File: config.mk
export PLATFORM = sky130hd
export DESIGN_NAME = gdf_top
export DESIGN_NICKNAME = d
export VERILOG_FILES = /design/src/include/gdf_pkg.sv /design/src/gdf_top.sv /design/src/gdf_sync.sv /design/src/gdf_timer.sv
export VERILOG_INCLUDE_DIRS = /design/src /design/src/include
export SDC_FILE = /design/constraint.sdc
export NUM_CORES = 1
export LEC_CHECK = 0
export BUFFER_PORTS_ARGS = -buffer_cell sky130_fd_sc_hd__clkbuf_2
export CAP_MARGIN = 30
export CORE_ASPECT_RATIO = 0.5
export CORE_MARGIN = 5
export CORE_UTILIZATION = 27
export CTS_CLUSTER_SIZE = 40
export DETAILED_ROUTE_END_ITERATION = 6
export GPL_TIMING_DRIVEN = 1
export PLACE_DENSITY = 0.52
export SLEW_MARGIN = 25
export SYNTH_ARGS = -nofsm -noshare
export SYNTH_HDL_FRONTEND = slang
export SYNTH_SLANG_ARGS = --single-unit
File: constraint.sdc
create_clock -name mclk -period 3.4 [get_ports mclk]
set_input_delay 0.17 -clock mclk [delete_from_list [all_inputs] [get_ports mclk]]
set_output_delay 0.17 -clock mclk [all_outputs]
set_load 0.005 [all_outputs]
File: src/include/gdf_params.svh
`ifndef GDF_PARAMS_SVH
`define GDF_PARAMS_SVH

// ==========================================================
// Clock rate
`define GDF_CLK_MHZ       125

// ==========================================================
// Durations, each in its own unit
`define GDF_ACK_NS        1000
`define GDF_RESP_NS       4000
`define GDF_DEAD_NS       3000
`define GDF_BLOCK_MS      1000
`define GDF_REPORT_MS     12
`define GDF_XOFF_MS       8
`define GDF_XREL_MS       4
`define GDF_ERRCLR_US     3500
`define GDF_PWRUP_MS      8

// ==========================================================
// Cycle counts below the parameter threshold
`define GDF_ACK_CYC       (`GDF_ACK_NS * `GDF_CLK_MHZ / 1000)
`define GDF_RESP_CYC      (`GDF_RESP_NS * `GDF_CLK_MHZ / 1000)
`define GDF_DEAD_CYC      (`GDF_DEAD_NS * `GDF_CLK_MHZ / 1000)

// ==========================================================
// Register map (byte offsets) and reset values
`define GDF_CTRL_OFS      12'h000
`define GDF_STAT_OFS      12'h004
`define GDF_CTRL_RST      1'b0

// ==========================================================
// Field positions
`define GDF_CTRL_SOFTOFF  0
`define GDF_STAT_GATE     0
`define GDF_STAT_LIGHT    2
`define GDF_STAT_ERR      4
`define GDF_STAT_BLOCK    6
`define GDF_STAT_PEND     8
`define GDF_STAT_HALF     10
`define GDF_STAT_PWRUP    11
`define GDF_STAT_W        12

`endif

File: src/include/gdf_pkg.sv
package gdf_pkg;

   // ==========================================================
   // Channel fault state, Gray along the fault path
   typedef enum logic [1:0] {
      GDF_RUN   = 2'b00,
      GDF_PEND  = 2'b01,
      GDF_LATCH = 2'b11,
      GDF_HOLD  = 2'b10
   } gdf_state_e;

   // Synchronised optical and jumper inputs
   typedef struct packed {
      logic half;
      logic first;
      logic second;
   } gdf_optin_s;

   // Status register image, LSB is gate of channel 1
   typedef struct packed {
      logic       pwrup;
      logic       half;
      logic [1:0] pend;
      logic [1:0] block;
      logic [1:0] err;
      logic [1:0] light;
      logic [1:0] gate;
   } gdf_stat_s;

endpackage : gdf_pkg

File: src/gdf_top.sv
// The APB register port and the placing of the registers were left to the implementer.
`timescale 1ns/1ps
`include "gdf_params.svh"

module gdf_top
   import gdf_pkg::*;
#(
   parameter int BLOCK_CYC  = `GDF_BLOCK_MS * `GDF_CLK_MHZ * 1000,
   parameter int REPORT_CYC = `GDF_REPORT_MS * `GDF_CLK_MHZ * 1000,
   parameter int XOFF_CYC   = `GDF_XOFF_MS * `GDF_CLK_MHZ * 1000,
   parameter int XREL_CYC   = XOFF_CYC * `GDF_XREL_MS / `GDF_XOFF_MS, // Scales with XOFF_CYC
   parameter int ERRCLR_CYC = `GDF_ERRCLR_US * `GDF_CLK_MHZ,
   parameter int PWRUP_CYC  = `GDF_PWRUP_MS * `GDF_CLK_MHZ * 1000
) (
   input  wire logic        mclk,                    // 125 MHz device clock
   input  wire logic        rst,                     // Sync reset, high
   input  wire logic        optical_drive_in_first,  // Drive A, light on = 1
   input  wire logic        optical_drive_in_second, // Drive B / enable
   input  wire logic        operating_select_jumper, // 0 direct, 1 half-bridge
   input  wire logic [1:0]  desat_in,                // Vce above threshold
   input  wire logic [1:0]  uvlo_in,                 // Supply undervoltage
   input  wire logic [11:0] paddr,                   // APB address
   input  wire logic        psel,                    // APB select
   input  wire logic        penable,                 // APB enable
   input  wire logic        pwrite,                  // APB write
   input  wire logic [31:0] pwdata,                  // APB write data
   output logic      [31:0] prdata,                  // APB read data
   output logic             pready,                  // APB ready
   output logic             pslverr,                 // APB error
   output logic      [1:0]  gate_on,                 // Gate drive, 1 = on
   output logic      [1:0]  status_light             // Status, 1 = light on
);

   // ==========================================================
   // Derived sizes and elaboration checks
   localparam int ACK_CYC  = `GDF_ACK_CYC;
   localparam int RESP_CYC = `GDF_RESP_CYC;
   localparam int DEAD_CYC = `GDF_DEAD_CYC;
   localparam int RW       = $clog2(REPORT_CYC + 1);

   generate
      if (XOFF_CYC + XREL_CYC > REPORT_CYC || XOFF_CYC < 1 || XREL_CYC < 1) begin : g_bad
         $error("gdf_top: cross-channel window must fit in the report time");
      end
   endgenerate

   // ==========================================================
   // Register decode shared by reads and writes
   function automatic logic reg_sel(input logic [11:0] a, input logic [11:0] ofs);
      reg_sel = (a[11:2] == ofs[11:2]);
   endfunction : reg_sel

   // ==========================================================
   // Pin synchronisation
   logic [6:0] pin_s;
   gdf_optin_s opt;
   logic [1:0] desat_s;
   logic [1:0] uv_s;

   gdf_sync #(.W(7)) u_sync (
      .mclk (mclk),
      .rst  (rst),
      .d    ({uvlo_in, desat_in, operating_select_jumper,
              optical_drive_in_first, optical_drive_in_second}),
      .q    (pin_s)
   );

   assign opt     = gdf_optin_s'(pin_s[2:0]);
   assign desat_s = pin_s[4:3];
   assign uv_s    = pin_s[6:5];

   // ==========================================================
   // Drive request per channel
   logic [1:0] req;
   logic [1:0] req_prev_q;
   logic [1:0] edge_w;

   // Mode decides what each optical input means
   always_comb begin
      if (opt.half) begin
         req[0] = opt.second & ~opt.first;
         req[1] = opt.second & opt.first;
      end else begin
         req = {opt.second, opt.first};
      end
   end

   // Previous request, for edge detection
   always_ff @(posedge mclk) begin
      if (rst) begin
         req_prev_q <= 2'b00;
      end else begin
         req_prev_q <= req;
      end
   end

   assign edge_w = req ^ req_prev_q;

   // ==========================================================
   // Power-up fault indication
   logic pwr_arm_q;
   logic pwr_busy;
   logic pwr_hold;

   // One start pulse right after reset release
   always_ff @(posedge mclk) begin
      if (rst) begin
         pwr_arm_q <= 1'b1;
      end else begin
         pwr_arm_q <= 1'b0;
      end
   end

   gdf_timer #(.LEN(PWRUP_CYC)) u_pwr (
      .mclk    (mclk),
      .rst     (rst),
      .start   (pwr_arm_q),
      .busy    (pwr_busy),
      .elapsed ()
   );

   assign pwr_hold = pwr_arm_q | pwr_busy;

   // ==========================================================
   // Software control register
   logic ctrl_softoff_q;
   logic apb_acc;
   logic apb_done;

   assign apb_acc  = psel & penable & ~pready;
   assign apb_done = psel & penable & pready;

   // Write takes effect only at the edge where pready is seen high
   always_ff @(posedge mclk) begin
      if (rst) begin
         ctrl_softoff_q <= `GDF_CTRL_RST;
      end else if (apb_done && pwrite && reg_sel(paddr, `GDF_CTRL_OFS)) begin
         ctrl_softoff_q <= pwdata[`GDF_CTRL_SOFTOFF];
      end
   end

   // ==========================================================
   // Per-channel state
   gdf_state_e       st_q [2];
   logic [1:0]       gate_q;
   logic [1:0]       gate_prev_q;
   logic [1:0]       stat_q;
   logic [1:0]       gate_d;
   logic [1:0]       stat_d;
   logic [1:0]       fault_w;
   logic [1:0]       allow;
   logic [1:0]       xforce;
   logic [1:0]       rep_start;
   logic [1:0]       dead_start;
   logic [1:0]       blank_start;
   logic [1:0]       ack_busy;
   logic [1:0]       dead_busy;
   logic [1:0]       blank_busy;
   logic [1:0]       blk_busy;
   logic [1:0]       rep_busy;
   logic [1:0]       clr_busy;
   logic [RW-1:0]    rep_el [2];

   generate
      for (genvar i = 0; i < 2; i++) begin : g_ch
         localparam int O = 1 - i;

         // Timer starts
         assign dead_start[i]  = req[i] & ~req_prev_q[i] & opt.half;
         assign blank_start[i] = gate_q[i] & ~gate_prev_q[i];
         assign rep_start[i]   = edge_w[i] & (st_q[i] == GDF_PEND);

         // Undervoltage is per channel; desat only after the blanking time
         assign fault_w[i] = uv_s[i]
                           | (desat_s[i] & gate_q[i] & ~blank_start[i]
                              & ~blank_busy[i]);

         // Dead time holds off turn-on only in half-bridge mode
         assign allow[i] = req[i] & ~(opt.half & (dead_start[i] | dead_busy[i]));

         // Healthy side is dropped while the other's report is in its late window
         assign xforce[i] = rep_busy[O]
                          & (rep_el[O] >= RW'(XOFF_CYC))
                          & (rep_el[O] < RW'(XOFF_CYC + XREL_CYC));

         gdf_timer #(.LEN(ACK_CYC)) u_ack (
            .mclk (mclk), .rst (rst), .start (edge_w[i]),
            .busy (ack_busy[i]), .elapsed ()
         );

         gdf_timer #(.LEN(DEAD_CYC)) u_dead (
            .mclk (mclk), .rst (rst), .start (dead_start[i]),
            .busy (dead_busy[i]), .elapsed ()
         );

         gdf_timer #(.LEN(RESP_CYC)) u_blank (
            .mclk (mclk), .rst (rst), .start (blank_start[i]),
            .busy (blank_busy[i]), .elapsed ()
         );

         gdf_timer #(.LEN(BLOCK_CYC)) u_block (
            .mclk (mclk), .rst (rst), .start (fault_w[i]),
            .busy (blk_busy[i]), .elapsed ()
         );

         gdf_timer #(.LEN(REPORT_CYC)) u_rep (
            .mclk (mclk), .rst (rst), .start (rep_start[i]),
            .busy (rep_busy[i]), .elapsed (rep_el[i])
         );

         gdf_timer #(.LEN(ERRCLR_CYC)) u_clr (
            .mclk (mclk), .rst (rst), .start (rep_start[i]),
            .busy (clr_busy[i]), .elapsed ()
         );

         // Fault sequence: detect, wait for drive change, latch, clear
         always_ff @(posedge mclk) begin
            if (rst) begin
               st_q[i] <= GDF_RUN;
            end else begin
               case (st_q[i])
                  GDF_RUN: begin
                     if (fault_w[i]) begin
                        st_q[i] <= GDF_PEND;
                     end
                  end
                  GDF_PEND: begin
                     if (edge_w[i]) begin
                        st_q[i] <= GDF_LATCH;
                     end
                  end
                  GDF_LATCH: begin
                     if (!clr_busy[i]) begin
                        if (fault_w[i]) begin
                           st_q[i] <= GDF_PEND;
                        end else if (blk_busy[i]) begin
                           st_q[i] <= GDF_HOLD;
                        end else begin
                           st_q[i] <= GDF_RUN;
                        end
                     end
                  end
                  GDF_HOLD: begin
                     if (fault_w[i]) begin
                        st_q[i] <= GDF_PEND;
                     end else if (!blk_busy[i]) begin
                        st_q[i] <= GDF_RUN;
                     end
                  end
                  default: begin
                     st_q[i] <= GDF_RUN;
                  end
               endcase
            end
         end

         // Gate only in run state; a fault cuts it in the same cycle
         assign gate_d[i] = (st_q[i] == GDF_RUN) & ~fault_w[i]
                          & ~blk_busy[i] & allow[i] & ~xforce[i]
                          & ~ctrl_softoff_q & ~pwr_hold;

         // Light off for power-up, acknowledge and report
         assign stat_d[i] = ~(pwr_hold | edge_w[i] | ack_busy[i]
                              | rep_busy[i] | rep_start[i]);

         // Output flops
         always_ff @(posedge mclk) begin
            if (rst) begin
               gate_q[i]      <= 1'b0;
               gate_prev_q[i] <= 1'b0;
               stat_q[i]      <= 1'b0;
            end else begin
               gate_q[i]      <= gate_d[i];
               gate_prev_q[i] <= gate_q[i];
               stat_q[i]      <= stat_d[i];
            end
         end

      end
   endgenerate

   assign gate_on      = gate_q;
   assign status_light = stat_q;

   // ==========================================================
   // APB slave: one wait state, answer registered
   gdf_stat_s stat_img;
   logic      pready_q;
   logic      pslverr_q;
   logic [31:0] prdata_q;

   always_comb begin
      stat_img.pwrup = pwr_hold;
      stat_img.half  = opt.half;
      stat_img.gate  = gate_q;
      stat_img.light = stat_q;
      for (int k = 0; k < 2; k++) begin
         stat_img.pend[k]  = (st_q[k] == GDF_PEND);
         stat_img.err[k]   = (st_q[k] == GDF_LATCH);
         stat_img.block[k] = blk_busy[k];
      end
   end

   // Ready rises the cycle after the access phase starts
   always_ff @(posedge mclk) begin
      if (rst) begin
         pready_q  <= 1'b0;
         pslverr_q <= 1'b0;
         prdata_q  <= 32'h0000_0000;
      end else begin
         pready_q  <= apb_acc;
         pslverr_q <= apb_acc & ~(reg_sel(paddr, `GDF_CTRL_OFS)
                                  | reg_sel(paddr, `GDF_STAT_OFS));
         if (apb_acc && !pwrite) begin
            if (reg_sel(paddr, `GDF_CTRL_OFS)) begin
               prdata_q <= {31'h0000_0000, ctrl_softoff_q};
            end else if (reg_sel(paddr, `GDF_STAT_OFS)) begin
               prdata_q <= {20'h0_0000, stat_img};
            end else begin
               prdata_q <= 32'h0000_0000;
            end
         end
      end
   end

   assign pready  = pready_q;
   assign pslverr = pslverr_q;
   assign prdata  = prdata_q;

endmodule : gdf_top

File: src/gdf_sync.sv
`timescale 1ns/1ps

// ==========================================================
// Two-stage synchroniser for pin inputs
module gdf_sync #(
   parameter int W = 1
) (
   input  wire logic         mclk, // Device clock
   input  wire logic         rst,  // Sync reset
   input  wire logic [W-1:0] d,    // Async pins
   output logic      [W-1:0] q     // Synchronised
);

   logic [W-1:0] meta_q;

   // First stage feeds only the second
   always_ff @(posedge mclk) begin
      if (rst) begin
         meta_q <= '0;
         q      <= '0;
      end else begin
         meta_q <= d;
         q      <= meta_q;
      end
   end

endmodule : gdf_sync

File: src/gdf_timer.sv
`timescale 1ns/1ps

// ==========================================================
// One-shot timer: busy for LEN cycles after start
module gdf_timer #(
   parameter  int LEN = 1,
   localparam int W   = $clog2(LEN + 1)
) (
   input  wire logic         mclk,   // Device clock
   input  wire logic         rst,    // Sync reset
   input  wire logic         start,  // Restart pulse
   output logic              busy,   // Running
   output logic      [W-1:0] elapsed // Cycles since start
);

   generate
      if (LEN < 1) begin : g_bad
         $error("gdf_timer: LEN must be at least one");
      end
   endgenerate

   // A start while running restarts, so a held cause extends the time
   always_ff @(posedge mclk) begin
      if (rst) begin
         busy    <= 1'b0;
         elapsed <= '0;
      end else if (start) begin
         busy    <= 1'b1;
         elapsed <= '0;
      end else if (busy) begin
         if (elapsed == W'(LEN - 1)) begin
            busy <= 1'b0;
         end else begin
            elapsed <= elapsed + 1'b1;
         end
      end
   end

endmodule : gdf_timer

Word-level counts from Yosys, hierarchy flattened:

Memories as Yosys holds them, arrays and structs flattened.
Index checks and enable logic that the tools add are counted.

* bits in registers: 275
* latch bits: 0
* bits in writable memories: 4
* bits in read-only memories: 0
* input port bits: 56
* output and inout bits: 38
* word-level logic and storage cells: 332
* memories: 1

Memories
* st_q: words 2, width 2, read ports 2, clocked after memory_dff 0, write ports 2, RTL line gdf_top.sv:144 `gdf_state_e st_q [2];`

* add/subtract/negate cells: 13
* $mul: 0
* div/mod/pow operators: 0
* order comparisons: 4
* eq/ne operators: 20
* shift-type cells: 0
* muxes and demuxes: 118
* bitwise logic cells: 105
* reduce and logical (&&, ||, !) cells: 31

Operator list (number)
* $mux W1: 101
* $add A27 B1 Y27 const B: 2
* $eq A27 B27 Y1 const B: 2
* $add A21 B1 Y21 const B: 2
* $eq A21 B21 Y1 const B: 2
* $ge A21 B20 Y1 const B: 2
* $lt A21 B21 Y1 const B: 2
* $and A1 B1 Y1: 40
* $add A19 B1 Y19 const B: 2
* $eq A19 B19 Y1 const B: 2
* $add A9 B1 Y9 const B: 4
* $eq A9 B9 Y1 const B: 4
* $not A1 Y1: 36
* $mux W2: 15
* $or A1 B1 Y1: 28
* $reduce_and A2 Y1: 13
* $mux W12: 2
* $reduce_or A2 Y1: 11
* $add A20 B1 Y20 const B: 1
* $eq A20 B20 Y1 const B: 1
* $add A7 B1 Y7 const B: 2
* $eq A7 B7 Y1 const B: 2
* $eq A10 B1 Y1 const B: 1
* $logic_not A10 Y1: 1
* other kinds (6): 13

Longest topological paths before layout:

* word-level depth: 17
* gate-level depth with buffers: 11
* depth with buffers taken out: 9

Modules after synthesis:

Synthesis repeated with hierarchy kept, for this count alone.

* cells, all modules: 1445
* area, all modules: 12620.9 µm²

Modules (own cells, without submodules)
* gdf_timer (g_ch[0].u_block ...): times used 2, cells an instance 156, area an instance 1331.3 µm², seq. area each 560.5 µm²
* gdf_timer (g_ch[0].u_rep ...): times used 2, cells an instance 125, area an instance 1093.5 µm², seq. area each 440.4 µm²
* gdf_timer (g_ch[0].u_clr ...): times used 2, cells an instance 120, area an instance 999.7 µm², seq. area each 400.4 µm²
* gdf_top: times used 1, cells an instance 182, area an instance 1590.3 µm², seq. area each 600.6 µm²
* gdf_timer (g_ch[0].u_dead ...): times used 2, cells an instance 60, area an instance 510.5 µm², seq. area each 200.2 µm²
* gdf_timer (u_pwr): times used 1, cells an instance 118, area an instance 1003.5 µm², seq. area each 420.4 µm²
* gdf_timer (g_ch[0].u_blank ...): times used 2, cells an instance 51, area an instance 449.2 µm², seq. area each 200.2 µm²
* gdf_timer (g_ch[0].u_ack ...): times used 2, cells an instance 46, area an instance 425.4 µm², seq. area each 160.2 µm²
* gdf_sync: times used 1, cells an instance 29, area an instance 407.9 µm², seq. area each 280.3 µm²

Worst setup path before layout:

OpenSTA, ideal clock, no wires.

* path kind: flip-flop to flip-flop
* from: reg u_sync.q[2]
* to: reg g_ch[1].u_rep.elapsed[5]
* setup time: 0.116 ns
* data arrival time: 2.327 ns
* data required time: 3.284 ns
* path slack: 0.957 ns
* stages on the path, launching flop included: 12
* path buffers: 2
* clock period less this slack: 2.443 ns
* path through: dfxtp_1 -> clkbuf_1 -> inv_1 -> o21ai_0 -> inv_1 -> ha_1 -> or3b_2 -> and2_1 -> clkbuf_1 -> nand2_1 -> a21oi_1 -> a31o_2

* longest elaborated chain between the ends: 4

Ends and longest elaborated chain
* start, declared: RTL line gdf_sync.sv:11 `output logic [W-1:0] q`
* start signal, assigned: RTL line gdf_sync.sv:23 `q <= meta_q;`
* $mux W2: RTL line gdf_top.sv:80 `if (opt.half) begin`
* net req[1]: RTL line gdf_top.sv:74 `logic [1:0] req;`
* $xor A2 B2 Y2: RTL line gdf_top.sv:97 `assign edge_w = req ^ req_prev_q;`
* $and A1 B1 Y1: RTL line gdf_top.sv:171 `assign rep_start[i] = edge_w[i] & (st_q[i] == GDF_PEND);`
* $reduce_or A2 Y1 (no source line)
* end signal, assigned: RTL line gdf_timer.sv:34 `elapsed <= elapsed + 1'b1;`
* end, declared: RTL line gdf_timer.sv:13 `output logic [W-1:0] elapsed`

The timed path passes the listed nets, and every way through them passes these cells.
A chain may end at the register's enable or synchronous reset.

Worst setup path in the final report:

* from: reg u_sync.q[2]
* to: reg g_ch[1].u_rep.elapsed[11]

Same word-level chain as after synthesis.

==> summary.md <==
| Metric | Value |
|---|---|
| Status | `finished clean` |
| Mean Syn Cell Area | `between 8 and 9 um^2` |
| Worst flop-to-flop path startpoint | `u_sync.q[2]` |
| Detailed-placement wirelength estimate | `17000 um` |
| Final Hold Viols | `0` |
| Crit-path max cell delay | `roughly 0.53 ns` |
| Max VDD drop | `around 0.38 mV` |
| Pleak | `approximately 0.0047 uW` |
| Final GP Congestion | `approximately 0.78` |
| Max Freq | `about 360 MHz` |
| Clock Pin Slew Worst Setup and Hold Paths | `0.06 ns` |
| Residual DRC | `0` |
| Switching fraction of total power | `a little over a fifth` |
| Yosys synthesis warning count | `0` |
| Core area | `approximately 43000 um^2` |
| Ratio of cells with drive above 1 in the final layout | `under 10%` |
| Port-buffer cells | `40` |
| GRT busiest layer | `met2` |
| Vias | `9359` |
| Met1 usage | `13.39%` |
| First-pass GRT wire length | `42670 um` |
| Pint | `5008 uW` |
| CP required | `3.83 ns` |
| Post-synth top area share | `43.32%` |
| TritonCTS clock tree | `built` |
| Resize count post-CTS | `0` |
| Critical-path cell list | `inv_1 > o21ai_0 > inv_1 > ha_1 > or3b_2 > nand2_1 > buf_4 > nor2_1 > nand4_1 > nand2_1` |
| Worst Path Max Fanout | `13` |
| Sequential share of power | `48.6%` |
| Synthesized area | `about 12000 um^2` |
| CTS Sinks | `259` |
| Worst Setup SP | `u_sync.q[2]` |
| Starting DRC count in detailed routing | `529` |
| Initial Util | `a little over a quarter` |
| Logic pwr share | `about 3.3%` |
| Remaining Overflow, GRT | `0` |
| Nets@finish | `around 1500` |
| Synth cell types | `64` |
| Layout Skew | `between 0.01 and 0.015 ns` |
| Predominant post-synthesis flop cell | `dfxtp_1` |
| Antenna-violating nets left | `0` |
| Clk Latency, worst-skew pair | `about 0.55 ns` |
| Final setup fails | `0` |
| Hold_buf cts | `14` |
| Via density | `4.595` |
| Crit Path Class | `flop to flop` |
| Worst setup SP type | `flop` |
| Clock tree buffer depth | `3` |
| Initial antenna violation count | `0` |
| DIE WIDTH | `between 300 and 400 um` |
| CTS HTree Levels | `1` |
| Drt first pass iters | `5` |
| Post-Syn Instances | `between 1000 and 1500` |
| Vias in the first global route | `between 8000 and 9000` |
| Total power draw | `6419 uW` |
| Period utilization | `between 80 and 90%` |
| Full die area | `approximately 48000 um^2` |
| Area growth from synthesis to layout | `15.91%` |
| Slowest cell on crit path | `or3b_2` |
| Met3 usage | `under 10%` |
| Routed wire per std cell | `around 12 um` |
| CTS Buf Count | `28` |
| Synth Register Bits | `between 200 and 300` |
| Largest net degree at the start of global routing | `44` |
| RSZ-0062 raised after global routing | `false` |
| Total GRT Usage | `between 10% and 20%` |
| # rows | `54` |
| Register area share after synthesis | `between 40 and 50%` |
| Worst min path class | `primary input to flop` |
| Slew Viols, Final | `0` |
| Clock power share | `about half` |
| NetSw | `~1400 uW` |
| Synth area leader | `dfxtp_1` |
| Critical Path End Type | `flop` |
| Num ports | `between 90 and 100` |
| Post-synth EDFFs | `4` |
| Max-cap violations | `0` |
| Post-CTS Repair Setup Buffers | `0` |
| Fin crit period | `2.808 ns` |
| Setup tns final | `0 ns` |
| Relative slew slack | `41.68%` |
| Hold_sp | `paddr[10]` |
| Root buf cell | `clkbuf_16` |
| Post-synth ARST share | `0%` |
| Antenna cell count | `0` |
| Total Wirelength | `25200 um` |
| PwrDens | `approximately 470 nW/um^2` |
| CP arrival | `approximately 3.2 ns` |
| Met2 usage | `17.42%` |
| Slew at the pin closest to its max-slew limit | `0.8635 ns` |
| Synth top area cells | `dfxtp_1 43%, nor2_1 6.4%, xor2_1 5.9%` |
| Die Y-Extent | `approximately 160 um` |
==> metrics by stage <==
step	hold slack (ns)	cells	area, um^2	worst slack [ns]	util, %
after floorplan	0.1977	1387	11860	0.9567	-
after global placement	0.3840	1969	12580	0.5412	28.99
after detailed placement	0.3886	1969	12580	0.5858	28.99
after CTS	0.01436	2035	13650	0.5856	31.47
after global routing	0.08358	2037	13660	0.3492	31.49
final	0.06374	2037	13660	0.5921	31.49
==> synthesized netlist by cell type (6+ instances only) <==
master and count:
a21oi_1 70, ha_1 21, nor2_1 200, o31ai_1 7, and4_1 18, buf_4 23
nor2b_1 20, and3_1 23, clkbuf_1 27, o211ai_1 13, nor4_1 21, a211oi_1 6
inv_1 39, and2_1 17, mux2i_1 6, nand3_1 66, nor3_1 28, nand2_1 120
a22oi_1 8, o21ai_0 42, or3_1 30, xnor2_1 65, xor2_1 79, dfxtp_1 255
nand4_1 63, or4_1 10
==> worst max-delay path, delay by kind of cell (launching register included) <==
kind	cells	cell delay, ns
AOI/OAI and AO/OA	1	0.30
DFF	1	0.49
adders and majority gates	1	0.36
and+or+nand+nor	5	1.13
buffers and inverters	3	0.42
==> sequential cells by signal (all words and copies together) (netlist names), 2 cells and up <==
name                  count
g_ch.u_rep.elapsed       42
u_pwr.elapsed            20
g_ch.u_dead.busy          2
u_sync.q                  7
g_ch.u_clr.busy           2
g_ch.u_blank.elapsed     18
prdata                   12
g_ch.u_dead.elapsed      18
gate_on                   2
gate_prev_q               2
status_light              2
g_ch.u_clr.elapsed       38
g_ch.u_block.elapsed     54
g_ch.u_ack.busy           2
g_ch.u_rep.busy           2
req_prev_q                2
st_q                      4
g_ch.u_blank.busy         2
u_sync.meta_q             7
g_ch.u_block.busy         2
g_ch.u_ack.elapsed       14
==> layout make-up <==
| cell class | count | area, um^2 |
|---|---|---|
| flip-flops and latches | 259 | 5225 |
| inverters | 40 | 150.1 |
| clock buffers | 41 | 800.8 |
| repair buffers | 69 | 447.9 |
| clock inverters | 11 | 133.9 |
| multi-input cells | 1029 | 6167 |
| well taps | 588 | 735.7 |
| fillers | 4581 | 29720 |
==> logic make-up after synthesis <==
logic type / count (synthesis) / share of synthesized area (%)
compound gates: 182 / 9.608
mux: 6 / 0.5096
xor+xnor: 144 / 10.70
fa+ha+maj: 21 / 2.230
simple gates: 656 / 28.64
other cells: 1 / 0.03182
buf+inv: 99 / 3.939
flops: 259 / 44.34
==> worst paths after layout <==
check	depth (start not counted)	end	slack, ns
setup / recovery	10	g_ch[1].u_rep.elapsed[11]	0.59
hold / removal	4	prdata[0]	0.06
setup reg to reg	10	g_ch[1].u_rep.elapsed[11]	0.59
hold reg to reg	1	u_sync.q[5]	0.44
==> layer usage <==
layer,share of wire (%),up-vias,wire (um)
li1,-,4890,-
met1,49,4325,12320
met3,3.0,42,751
met4,2.5,0,636
met2,46,102,11490
met5,0,-,0
==> cells in the final DEF, fill, tap and decap left out, drive strengths merged, types with 4 or more instances in the layout <==
cell	count
xnor2	65
a211oi	6
o21ai	45
and2	17
a22oi	8
o31ai	7
nor3b	4
nand3b	4
a21oi	70
ha	21
dlygate4sd3	14
xor2	79
nand2	120
clkbuf	83
nor2	200
dfxtp	255
edfxtp	4
nor2b	20
a31oi	5
mux2i	6
a31o	4
nand4	64
buf	13
nor4	24
nand2b	5
and4	18
nor3	31
inv	39
or3	30
o211ai	13
or4	11
a32oi	4
conb	20
and3	23
clkinv	9
o21a	4
nand3	66
==> power groups by stage <==
stage               Sequential (uW)  Clock, uW  Combinational [uW]
detailed placement             3180          0                 206
finish                         3120       3090                 213
CTS                            3120       3210                 217
global placement               3190          0                 205
floorplan                      3160          0                 162
global route                   3120       3350                 241
Note: power is estimated with default switching activity, not from simulation.
